$ cat src/verilog/stm_regs.vh
`ifndef STM_REGS_VH
`define STM_REGS_VH
`define STM_NDESC 4
`define STM_AW 16
`define STM_SW 8
`define STM_MODE_ASYNC 2'h0
`define STM_MODE_RISE 2'h1
`define STM_MODE_FALL 2'h2
`define STM_D0_LBASE 16'h0000
`define STM_D0_LMASK 16'h0000
`define STM_D0_PBASE 16'h0000
`define STM_D0_SNUM 8'h00
`define STM_D0_SMASK 8'hff
`endif

$ cat src/verilog/stm_top.v
`timescale 1ns/1ps
`include "stm_regs.vh"
module stm_top (
  input wire mclk,
  input wire rst,
  input wire [1:0] mode_pin,
  input wire addr_strobe_n,
  input wire [3:0] function_code_lines,
  input wire [`STM_AW-1:0] logical_address_lines,
  input wire mapped_strobe_in,
  input wire unit_op_done,
  input wire [`STM_AW-1:0] load_logical_base,
  input wire [`STM_AW-1:0] load_logical_mask,
  input wire [`STM_AW-1:0] load_physical_base,
  input wire [`STM_SW-1:0] load_space_number,
  input wire [`STM_SW-1:0] load_space_mask,
  input wire [1:0] load_index,
  input wire load_strobe,
  input wire [`STM_NDESC-1:0] write_protect,
  output reg mapped_strobe,
  output reg [`STM_AW-1:0] physical_addr_data_lines,
  output reg physical_addr_oe,
  output reg all_miss_out,
  output reg write_inhibit
);
  reg [1:0] mode_s1_q;
  reg [1:0] mode_q;
  reg mode_cap_q;
  reg mode_arm_q;
  reg late_q;
  reg as_s1_q;
  reg as_s2_q;
  reg min_s1_q;
  reg min_s2_q;
  reg [3:0] fc_s1_q;
  reg [3:0] fc_s2_q;
  reg [`STM_AW-1:0] la_s1_q;
  reg [`STM_AW-1:0] la_s2_q;
  reg [`STM_AW-1:0] lbase_q [0:`STM_NDESC-1];
  reg [`STM_AW-1:0] lmask_q [0:`STM_NDESC-1];
  reg [`STM_AW-1:0] pbase_q [0:`STM_NDESC-1];
  reg [`STM_SW-1:0] snum_q [0:`STM_NDESC-1];
  reg [`STM_SW-1:0] smask_q [0:`STM_NDESC-1];
  reg [`STM_NDESC-1:0] en_q;
  reg after_op_q;
  reg valid_q;
  reg rise_q;
  reg fall_q;
  reg [`STM_AW-1:0] paddr_q;
  reg wp_q;
  reg hit_q;
  wire [`STM_NDESC-1:0] hits;
  wire [`STM_AW-1:0] paddrs [0:`STM_NDESC-1];
  wire [`STM_SW-1:0] cyc_snum;
  reg any_hit;
  reg [`STM_AW-1:0] sel_paddr;
  reg sel_wp;
  reg strobe_d;
  integer i;
  genvar g;

  // Space number derived from function code; upper bits zero
  assign cyc_snum = {4'h0, fc_s2_q};

  generate
    for (g = 0; g < `STM_NDESC; g = g + 1)
    begin : gdesc
      stm_match u_match (
        .laddr(la_s2_q),
        .snum(cyc_snum),
        .lbase(lbase_q[g]),
        .lmask(lmask_q[g]),
        .pbase(pbase_q[g]),
        .dsnum(snum_q[g]),
        .smask(smask_q[g]),
        .enable(en_q[g]),
        .hit(hits[g]),
        .paddr(paddrs[g])
      );
    end
  endgenerate

  // Lowest-numbered matching descriptor wins
  always @*
  begin
    any_hit = 1'b0;
    sel_paddr = {`STM_AW{1'b0}};
    sel_wp = 1'b0;
    for (i = `STM_NDESC - 1; i >= 0; i = i - 1)
    begin
      if (hits[i])
      begin
        any_hit = 1'b1;
        sel_paddr = paddrs[i];
        sel_wp = write_protect[i];
      end
    end
  end

  always @(posedge mclk or posedge rst)
  begin
    if (rst)
    begin
      mode_s1_q <= 2'h0;
      as_s1_q <= 1'b1;
      as_s2_q <= 1'b1;
      min_s1_q <= 1'b1;
      min_s2_q <= 1'b1;
      fc_s1_q <= 4'h0;
      fc_s2_q <= 4'h0;
      la_s1_q <= {`STM_AW{1'b0}};
      la_s2_q <= {`STM_AW{1'b0}};
    end
    else
    begin
      mode_s1_q <= mode_pin;
      as_s1_q <= addr_strobe_n;
      as_s2_q <= as_s1_q;
      min_s1_q <= mapped_strobe_in;
      min_s2_q <= min_s1_q;
      fc_s1_q <= function_code_lines;
      fc_s2_q <= fc_s1_q;
      la_s1_q <= logical_address_lines;
      la_s2_q <= la_s1_q;
    end
  end

  // Strap captured once, after it has passed its one flop mode_s1_q
  always @(posedge mclk or posedge rst)
  begin
    if (rst)
    begin
      mode_q <= `STM_MODE_ASYNC;
      mode_cap_q <= 1'b0;
      mode_arm_q <= 1'b0;
    end
    else
    begin
      mode_arm_q <= 1'b1;
      if (mode_arm_q && !mode_cap_q)
      begin
        mode_q <= mode_s1_q;
        mode_cap_q <= 1'b1;
      end
    end
  end

  always @(posedge mclk or posedge rst)
  begin
    if (rst)
    begin
      for (i = 0; i < `STM_NDESC; i = i + 1)
      begin
        lbase_q[i] <= `STM_D0_LBASE;
        lmask_q[i] <= `STM_D0_LMASK;
        pbase_q[i] <= `STM_D0_PBASE;
        snum_q[i] <= `STM_D0_SNUM;
        smask_q[i] <= `STM_D0_SMASK;
      end
      en_q <= {{(`STM_NDESC-1){1'b0}}, 1'b1};
    end
    else if (load_strobe)
    begin
      lbase_q[load_index] <= load_logical_base;
      lmask_q[load_index] <= load_logical_mask;
      pbase_q[load_index] <= load_physical_base;
      snum_q[load_index] <= load_space_number;
      smask_q[load_index] <= load_space_mask;
      en_q[load_index] <= 1'b1;
    end
  end

  // True while a translated address is on the bus in an open cycle
  function addr_live;
    input oe;
    input v;
    input as_n;
    begin
      addr_live = oe && v && !as_n;
    end
  endfunction

  // Set by a unit operation, held until a strobe has been given
  always @(posedge mclk or posedge rst)
  begin
    if (rst)
      after_op_q <= 1'b0;
    else if (unit_op_done)
      after_op_q <= 1'b1;
    else if (mapped_strobe)
      after_op_q <= 1'b0;
  end

  // Translation pipeline; address presented at least one cycle before strobe
  always @(posedge mclk or posedge rst)
  begin
    if (rst)
    begin
      valid_q <= 1'b0;
      hit_q <= 1'b0;
      paddr_q <= {`STM_AW{1'b0}};
      wp_q <= 1'b0;
    end
    else
    begin
      valid_q <= !as_s2_q && min_s2_q && any_hit;
      hit_q <= any_hit;
      paddr_q <= sel_paddr;
      wp_q <= sel_wp;
    end
  end

  // Registered outputs toward the physical bus
  always @(posedge mclk or posedge rst)
  begin
    if (rst)
    begin
      all_miss_out <= 1'b0;
      physical_addr_data_lines <= {`STM_AW{1'b0}};
      physical_addr_oe <= 1'b0;
      write_inhibit <= 1'b0;
    end
    else
    begin
      // Unmasked low lines carry the logical address but still pass this flop
      physical_addr_data_lines <= valid_q ? paddr_q : {`STM_AW{1'b0}};
      physical_addr_oe <= valid_q;
      write_inhibit <= valid_q && wp_q;
      all_miss_out <= !as_s2_q && (!min_s2_q || !any_hit);
    end
  end

  // Rising-edge stage and its later copy for the after-op case
  always @(posedge mclk or posedge rst)
  begin
    if (rst)
    begin
      rise_q <= 1'b0;
      late_q <= 1'b0;
    end
    else
    begin
      rise_q <= addr_live(physical_addr_oe, valid_q, as_s2_q);
      late_q <= rise_q;
    end
  end

  // Falling-edge stage watches the driven address
  always @(negedge mclk or posedge rst)
  begin
    if (rst)
      fall_q <= 1'b0;
    else
      fall_q <= addr_live(physical_addr_oe, valid_q, as_s2_q);
  end

  // Every mode waits one stage longer after a unit operation
  always @*
  begin
    case (mode_q)
      `STM_MODE_ASYNC:
        // Immediate unless a unit operation preceded
        strobe_d = after_op_q ? rise_q && fall_q : physical_addr_oe && valid_q;
      `STM_MODE_RISE:
        strobe_d = after_op_q ? late_q : rise_q;
      `STM_MODE_FALL:
        strobe_d = after_op_q ? rise_q && fall_q : fall_q;
      default:
        strobe_d = 1'b0;
    endcase
  end

  // Output flop; gated so strobe never stands without address
  always @(posedge mclk or posedge rst)
  begin
    if (rst)
      mapped_strobe <= 1'b0;
    else
      mapped_strobe <= strobe_d && valid_q && hit_q;
  end
endmodule

$ cat src/verilog/stm_match.v
`timescale 1ns/1ps
`include "stm_regs.vh"
module stm_match (
  input wire [`STM_AW-1:0] laddr,
  input wire [`STM_SW-1:0] snum,
  input wire [`STM_AW-1:0] lbase,
  input wire [`STM_AW-1:0] lmask,
  input wire [`STM_AW-1:0] pbase,
  input wire [`STM_SW-1:0] dsnum,
  input wire [`STM_SW-1:0] smask,
  input wire enable,
  output wire hit,
  output wire [`STM_AW-1:0] paddr
);
  // Masked-out bits are free: segment covers every substitution
  assign hit = enable &&
    (((laddr ^ lbase) & lmask) == {`STM_AW{1'b0}}) &&
    (((snum ^ dsnum) & smask) == {`STM_SW{1'b0}});
  assign paddr = (laddr & ~lmask) | (pbase & lmask);
endmodule

$ cat config.mk
export PLATFORM = sky130hd
export DESIGN_NAME = stm_top
export DESIGN_NICKNAME = d
export VERILOG_FILES = /design/src/verilog/stm_top.v /design/src/verilog/stm_match.v
export VERILOG_INCLUDE_DIRS = /design/src /design/src/verilog
export SDC_FILE = /design/constraint.sdc
export NUM_CORES = 1
export LEC_CHECK = 0
export BUFFER_PORTS_ARGS = -buffer_cell sky130_fd_sc_hd__clkbuf_2
export CORE_MARGIN = 2
export CORE_UTILIZATION = 60
export CTS_BUF_LIST = sky130_fd_sc_hd__clkbuf_4
export DETAILED_ROUTE_END_ITERATION = 8
export PLACE_DENSITY = 0.83
export SLEW_MARGIN = 20
export SYNTH_ARGS = -nofsm -noshare
export SYNTH_HDL_FRONTEND = slang
export SYNTH_SLANG_ARGS = --single-unit
$ cat constraint.sdc
create_clock -name mclk -period 19.8 [get_ports mclk]
set_clock_uncertainty 0.2 [all_clocks]
set_input_delay 0.99 -clock mclk [delete_from_list [all_inputs] [get_ports mclk]]
set_output_delay 0.99 -clock mclk [all_outputs]
set_load 0.01 [all_outputs]
### Word-level counts from Yosys, hierarchy flattened

Cells that the tools add are included.

* output and inout port bits: 20
* ROM bits: 0
* input port bits: 98
* flip-flop bits (word level): 353
* memories: 0
* word-level logic and storage cells: 151
* bits in latches: 0
* bits in writable memories: 0

* shift-type cells: 0
* add/sub/neg operators: 0
* $mul: 0
* magnitude comparators: 4
* reduce and logical (&&, ||, !) cells: 35
* eq/ne operators: 2
* multiplexer cells: 30
* divide/modulo/power cells: 0
* bitwise operators: 34

Operators with widths (count)
* $and 16x16->16: 12
* $bwmux 64: 3
* $mux 16: 6
* $bwmux 32: 2
* $logic_not 16->1: 4
* $not 16->16: 4
* $or 16x16->16: 4
* $xor 16x16->16: 4
* $and 8x8->8: 4
* $demux 16 s2: 1
* $logic_not 8->1: 4
* $xor 4x8->8: 4
* $logic_and 1x1->1: 20
* $demux 8 s2: 1
* $mux 1: 14
* $mux 8: 1
* $logic_not 1->1: 4
* $or 4x4->4: 1
* $ge 3x3->1 const B: 1
* $lt 2x3->1 const B: 1
* $lt 3x1->1 const B: 1
* $not 2->3: 1
* $pmux 1 s3: 1
* $demux 1 s2: 1
* other kinds (6): 6

### Depth between registers and ports, before layout

Gate-level depths: netlist of run 1.

* depth in word-level cells: 12
* depth in mapped cells: 8
* depth with buffers taken out: 6

### By module

Synthesis of run 1 repeated with hierarchy kept, for this count alone.

* cells, all modules: 993
* area total of the unflattened synthesis: 15258.4 um^2

Modules (own cells, without submodules)
* stm_top: sequential area each 8879.8 um^2, instances 1, area an instance 13161.4 um^2, cells an instance 769
* stm_match: sequential area each 0.0 um^2, instances 4, area an instance 524.3 um^2, cells an instance 56

==> results of run 1 <==
## state kept, by name, indices dropped and copies added, names as in the netlist, 4 cells and up
signal                    flops
paddr_q                      16
lbase_q                      64
la_s2_q                      16
fc_s1_q                       4
pbase_q                      64
snum_q                       32
lmask_q                      64
en_q                          4
la_s1_q                      16
fc_s2_q                       4
physical_addr_data_lines     16
smask_q                      32
## worst max-delay path, cell delays in order (launching register included)
cell     delay, ns
dfrtp_1       0.75
nand2_1       0.16
nor2_1        0.18
## cell usage after synthesis, types with 2 or more instances
library cell | number | area (sq um)
a211oi_1 | 22 | 165
a22oi_1 | 36 | 270
nand3_1 | 4 | 20.0
and2_1 | 18 | 113
a221oi_1 | 2 | 17.5
nor2_1 | 5 | 18.8
a22o_1 | 5 | 43.8
nor4_1 | 17 | 106
a211oi_2 | 4 | 50.1
a2111oi_4 | 4 | 110
buf_6 | 8 | 90.1
nand2b_1 | 3 | 18.8
o31ai_1 | 2 | 15.0
a21oi_1 | 2 | 10.0
clkbuf_1 | 33 | 124
a311oi_1 | 2 | 17.5
mux2_2 | 275 | 3100
a2111oi_0 | 5 | 43.8
dfrtp_1 | 315 | 7880
nand3b_1 | 2 | 15.0
a2111oi_2 | 3 | 45.0
nand2_1 | 4 | 15.0
nor2b_1 | 27 | 169
and4_1 | 2 | 17.5
and3_1 | 2 | 12.5
xor2_1 | 80 | 701
a222oi_1 | 3 | 30.0
inv_1 | 4 | 15.0
buf_2 | 12 | 60.1
dfstp_2 | 37 | 972
nor3_1 | 4 | 20.0
nand4_1 | 7 | 43.8
nand4_2 | 2 | 25.0
a22oi_2 | 2 | 25.0
or2_2 | 2 | 12.5
mux2i_1 | 37 | 370
## metal layers
layer | vias up | share of wire (%) | track usage, %
met5 | - | 0 | 0
met1 | 4618 | 43 | 35.0
met2 | 283 | 48 | 41.1
li1 | 4046 | - | -
met4 | 0 | 2.7 | 9.77
met3 | 67 | 5.7 | 5.57
## logic make-up after synthesis
family	Yosys count
DFF	353
muxes	312
and+or+nand+nor	105
AOI/OAI and AO/OA	97
xor gates and xnor gates	80
buffers and inverters	58
other	1
## path summary, 6_finish.rpt
path	startpoint	end	slack (ns)	cells past startpoint
setup / recovery	valid_q$_DFF_PP0_	fall_q$_DFF_NP0_	8.56	2
hold / removal	fc_s1_q[1]$_DFF_PP0_	fc_s2_q[1]$_DFF_PP0_	0.11	0
setup reg to reg	valid_q$_DFF_PP0_	fall_q$_DFF_NP0_	8.56	2
hold reg to reg	fc_s1_q[1]$_DFF_PP0_	fc_s2_q[1]$_DFF_PP0_	0.11	0
max in group asynchronous	rst	fall_q$_DFF_NP0_	8.83	3
min in group asynchronous	rst	physical_addr_data_lines[7]$_DFF_PP0_	0.27	3
## power breakdown
| group | switching (mW) | internal (mW) |
|---|---|---|
| combinational | 0.124 | 0.140 |
| sequential | 0.0820 | 0.837 |
| clock | 0.284 | 0.333 |
| total | 0.490 | 1.31 |
## area by class of cell
cell class	count	area (sq um)	area share [%]
antenna	1	2.50	0.0148
clock buffer	133	998	5.91
clock inverter	25	153	0.904
inverter	4	18.8	0.111
multi-input combinational	595	5750	34.0
sequential	353	8880	52.6
tap	324	405	2.40
timing repair buffer	130	687	4.07
==> flow_metrics.env, run 1 <==
export IMPL_die_area_sq_mm=0.0261
export IMPL_holdWs_ns=0.114
export IMPL_grt_pass1_wl_mm=51.9
export IMPL_start_util_pct=61.1
export IMPL_post_cts_setup_buffers=0
export IMPL_grt_pass1_vias=9541
export IMPL_drive_above_1_share_pct=49.0
export IMPL_placed_cell_area_sq_mm=0.0157
export IMPL_avgRoutedWirePerCell_um=20.8
export IMPL_routed_wirelength_mm=32.5
export IMPL_finalPower_mw=1.80
export IMPL_place_hpwl_mm=21.2
export IMPL_peakVddDrop_v=0.0000638
export IMPL_hold_path_class="reg -> reg"
export IMPL_start_kind="flop"
export IMPL_pre_cts_slack_ns=8.13
export IMPL_rows=57
export IMPL_synth_compound_area_share_pct=5.98
export IMPL_postSynth_asyncResetShare_pct=100
export IMPL_grt_max_degree=83
export IMPL_finalSetupTns_ns=0
export IMPL_critical_path_class="reg -> reg"
export IMPL_max_cap_violations=0
export IMPL_grt_usage_pct=25.7
export IMPL_synth_seq_area_share_pct=59.5
export IMPL_clockBufferDepth=3
export IMPL_rsz0062_at_grt="no"
export IMPL_design_area_sq_mm=0.0169
export IMPL_ios=118
export IMPL_synth_top_family_by_area="multiplexers"
export IMPL_core_sq_mm=0.0244
export IMPL_vias=9014
export IMPL_place_inst=1406
export IMPL_synth_edf_count=0
export IMPL_power_density_mw_per_mm2=107
export IMPL_finalHoldViolCount=0
export IMPL_arrival_ns=1.78
export IMPL_syn2layout_area_growth_pct=13.3
export IMPL_synth_mux_area_share_pct=23.3
export IMPL_clock_latency_ns=0.70
export IMPL_p_leak_nw=7.49
export IMPL_drt_initial_drc_count=487
export IMPL_die_y_um=162
export IMPL_cp_required_ns=10.34
export IMPL_path_max_fanout=20
export IMPL_yosys_area_share_xor_xnor_pct=4.70
export IMPL_gp_congestion=0.811
export IMPL_nFillCells=1749
export IMPL_synth_avg_cell_area_sq_um=14.8
export IMPL_fin_ws_ns=8.56
export IMPL_status="completed"
export IMPL_avgViaCountPerCell=5.76
export IMPL_final_cells=1565
export IMPL_utilization_pct=69.3
export IMPL_postCtsHoldBufs=0
export IMPL_synth_seq_cells=353
export IMPL_cts_tree="done"
export IMPL_nets=1271
export IMPL_drtPass1Iterations=6
export IMPL_synth_ff_type="dfrtp_1"
export IMPL_syn_nets=1104
export IMPL_ant_nets=0
export IMPL_synth_cell_types=50
export IMPL_io_buffers=117
export IMPL_cts_sinks=353
export IMPL_cts_root_buf="clkbuf_4"
export IMPL_antenna_found_initial=1
export IMPL_overflow=0
export IMPL_synth_simple_gate_area_share_pct=4.46
export IMPL_final_cell_mix="dfrtp_1 (315), mux2_2 (275), clkbuf_4 (133)"
export IMPL_netlist_area_sq_mm=0.0149
export IMPL_cts_htree_levels=3
export IMPL_yosysWarnings=0
export IMPL_synth_adder_area_share_pct=0
export IMPL_cts_repair_resize_count=0
export IMPL_drc=0
export IMPL_worstMarginPinSlew_ns=1.15
export IMPL_clk_pin_slew_ns=0.07
export IMPL_cts_made_buffers=89
export IMPL_setup_viol=0
export IMPL_die_w_um=162
export IMPL_worstSetupEndpointType="flop"
export IMPL_mostFrequentLayoutCell="dfrtp_1"
export IMPL_maxSlewViolCount=0
export IMPL_synth_cells=1006
export IMPL_max_slew_margin_pct=23.3
Note: power is estimated with default switching activity, not from simulation.
==> inputs of run 2 (changes only) <==
- clock period: 19.8 -> 10.9 ns (I/O delays scaled with it)
==> flow_metrics.env, run 2 (synthesis results as in run 1) <==
export IMPL_io_buffers=117
export IMPL_max_slew_margin_pct=24.8
export IMPL_arrival_ns=1.75
export IMPL_avgRoutedWirePerCell_um=20.4
export IMPL_ant_nets=0
export IMPL_crit_cells=2
export IMPL_max_cap_violations=0
export IMPL_status="completed"
export IMPL_finalHoldViolCount=0
export IMPL_overflow=0
export IMPL_grt_max_degree=85
export IMPL_nFillCells=1658
export IMPL_fin_ws_ns=4.14
export IMPL_avgViaCountPerCell=5.64
export IMPL_syn2layout_area_growth_pct=19.7
export IMPL_clock_latency_ns=0.68
export IMPL_start_util_pct=61.1
export IMPL_largestRegisters="lbase_q x64, lmask_q x64, pbase_q x64"
export IMPL_final_cell_mix="dfrtp_1 (315), mux2_2 (275), clkbuf_4 (149)"
export IMPL_design_area_sq_mm=0.0178
export IMPL_cts_root_buf="clkbuf_4"
export IMPL_worstPathCellList="nand2_1 > nor2_1"
export IMPL_die_area_sq_mm=0.0261
export IMPL_reg2reg_depth=2
export IMPL_die_y_um=162
export IMPL_peakVddDrop_v=0.000129
export IMPL_power_density_mw_per_mm2=185
export IMPL_routed_wirelength_mm=33.9
export IMPL_critPathTopFamily="flip-flops"
export IMPL_clk_pin_slew_ns=0.06
export IMPL_grt_usage_pct=27.0
export IMPL_maxSlewViolCount=0
export IMPL_drtPass1Iterations=5
export IMPL_cts_htree_levels=3
export IMPL_core_sq_mm=0.0244
export IMPL_place_hpwl_mm=21.6
export IMPL_pre_cts_slack_ns=4.18
export IMPL_worstMarginPinSlew_ns=1.13
export IMPL_postCtsHoldBufs=92
export IMPL_vias=9398
export IMPL_hold_depth=0
export IMPL_cts_sinks=353
export IMPL_rr_endpoint="fall_q$_DFF_NP0_"
export IMPL_startpoint="valid_q$_DFF_PP0_"
export IMPL_holdWs_ns=0.145
export IMPL_finalPower_mw=3.31
export IMPL_critical_path_class="reg -> reg"
export IMPL_worstSetupEndpointType="flop"
export IMPL_path_buf_inv=0
export IMPL_setup_viol=0
export IMPL_die_w_um=162
export IMPL_p_leak_nw=7.91
export IMPL_hold_path_class="reg -> reg"
export IMPL_ios=118
export IMPL_start_kind="flop"
export IMPL_cpPeakStageDelay_ns=0.75
export IMPL_reg2reg_from="valid_q$_DFF_PP0_"
export IMPL_grt_pass1_wl_mm=54.6
export IMPL_finalSetupTns_ns=0
export IMPL_grt_pass1_vias=10164
export IMPL_regArea_sq_mm=0.00888
export IMPL_cts_tree="done"
export IMPL_path_max_fanout=20
export IMPL_nets=1365
export IMPL_cts_made_buffers=91
export IMPL_mostFrequentLayoutCell="dfrtp_1"
export IMPL_antenna_found_initial=2
export IMPL_drt_initial_drc_count=516
export IMPL_rsz0062_at_grt="no"
export IMPL_worst_r2r_setup_slack_ns=4.14
export IMPL_gp_congestion=0.821
export IMPL_drive_above_1_share_pct=46.1
export IMPL_cts_repair_resize_count=0
export IMPL_rows=57
export IMPL_critPathSlowestCell="dfrtp_1"
export IMPL_placed_cell_area_sq_mm=0.0157
export IMPL_drc=0
export IMPL_cp_required_ns=5.89
export IMPL_clockBufferDepth=3
export IMPL_min_from="la_s1_q[11]$_DFF_PP0_"
export IMPL_hold_end="la_s2_q[11]$_DFF_PP0_"
export IMPL_post_cts_setup_buffers=0
export IMPL_multi_input_area_sq_mm=0.00575
## run 2: worst register-to-register path, cell delays in order (launching register included)
cell and delay, ns:
dfrtp_1 0.75, nand2_1 0.16, nor2_1 0.15
## run 2: metal layers
layer | wire length [um] | part of all wire (%) | track usage, %
met1 | 14600 | 43 | 35.8
met2 | 16800 | 50 | 44.6
met3 | 1580 | 4.7 | 5.44
met4 | 894 | 2.6 | 9.98
met5 | 0 | 0 | 0
## run 2: power breakdown
part           internal, mW  total, mW  switching (mW)
clock                 0.615       1.13           0.515
sequential             1.52       1.67           0.152
combinational         0.275      0.506           0.231
## run 2: layout make-up
cell class                      instances  area share, %
Tap cell                              324           2.27
Clock buffer                          149           6.27
Timing Repair Buffer                  222           9.03
Antenna cell                            1         0.0140
Sequential cell                       353           49.8
Multi-Input combinational cell        595           32.2
Clock inverter                         17          0.372
Inverter                                4          0.105
## run 2: worst max path at each step
stage	slack (ns)	to
finish	4.14	fall_q$_DFF_NP0_
global route	4.03	fall_q$_DFF_NP0_
CTS	4.12	fall_q$_DFF_NP0_
detailed placement	4.18	fall_q$_DFF_NP0_
global placement	4.21	fall_q$_DFF_NP0_
floorplan	0.18	fall_q$_DFF_NP0_
## run 2: per-stage QoR
step / instances / util [%]
final: 1665 / 73.2
after global routing: 1665 / 73.2
after CTS: 1664 / 73.1
after detailed placement: 1406 / 64.5
after global placement: 1406 / 64.5
after floorplan: 1006 / -
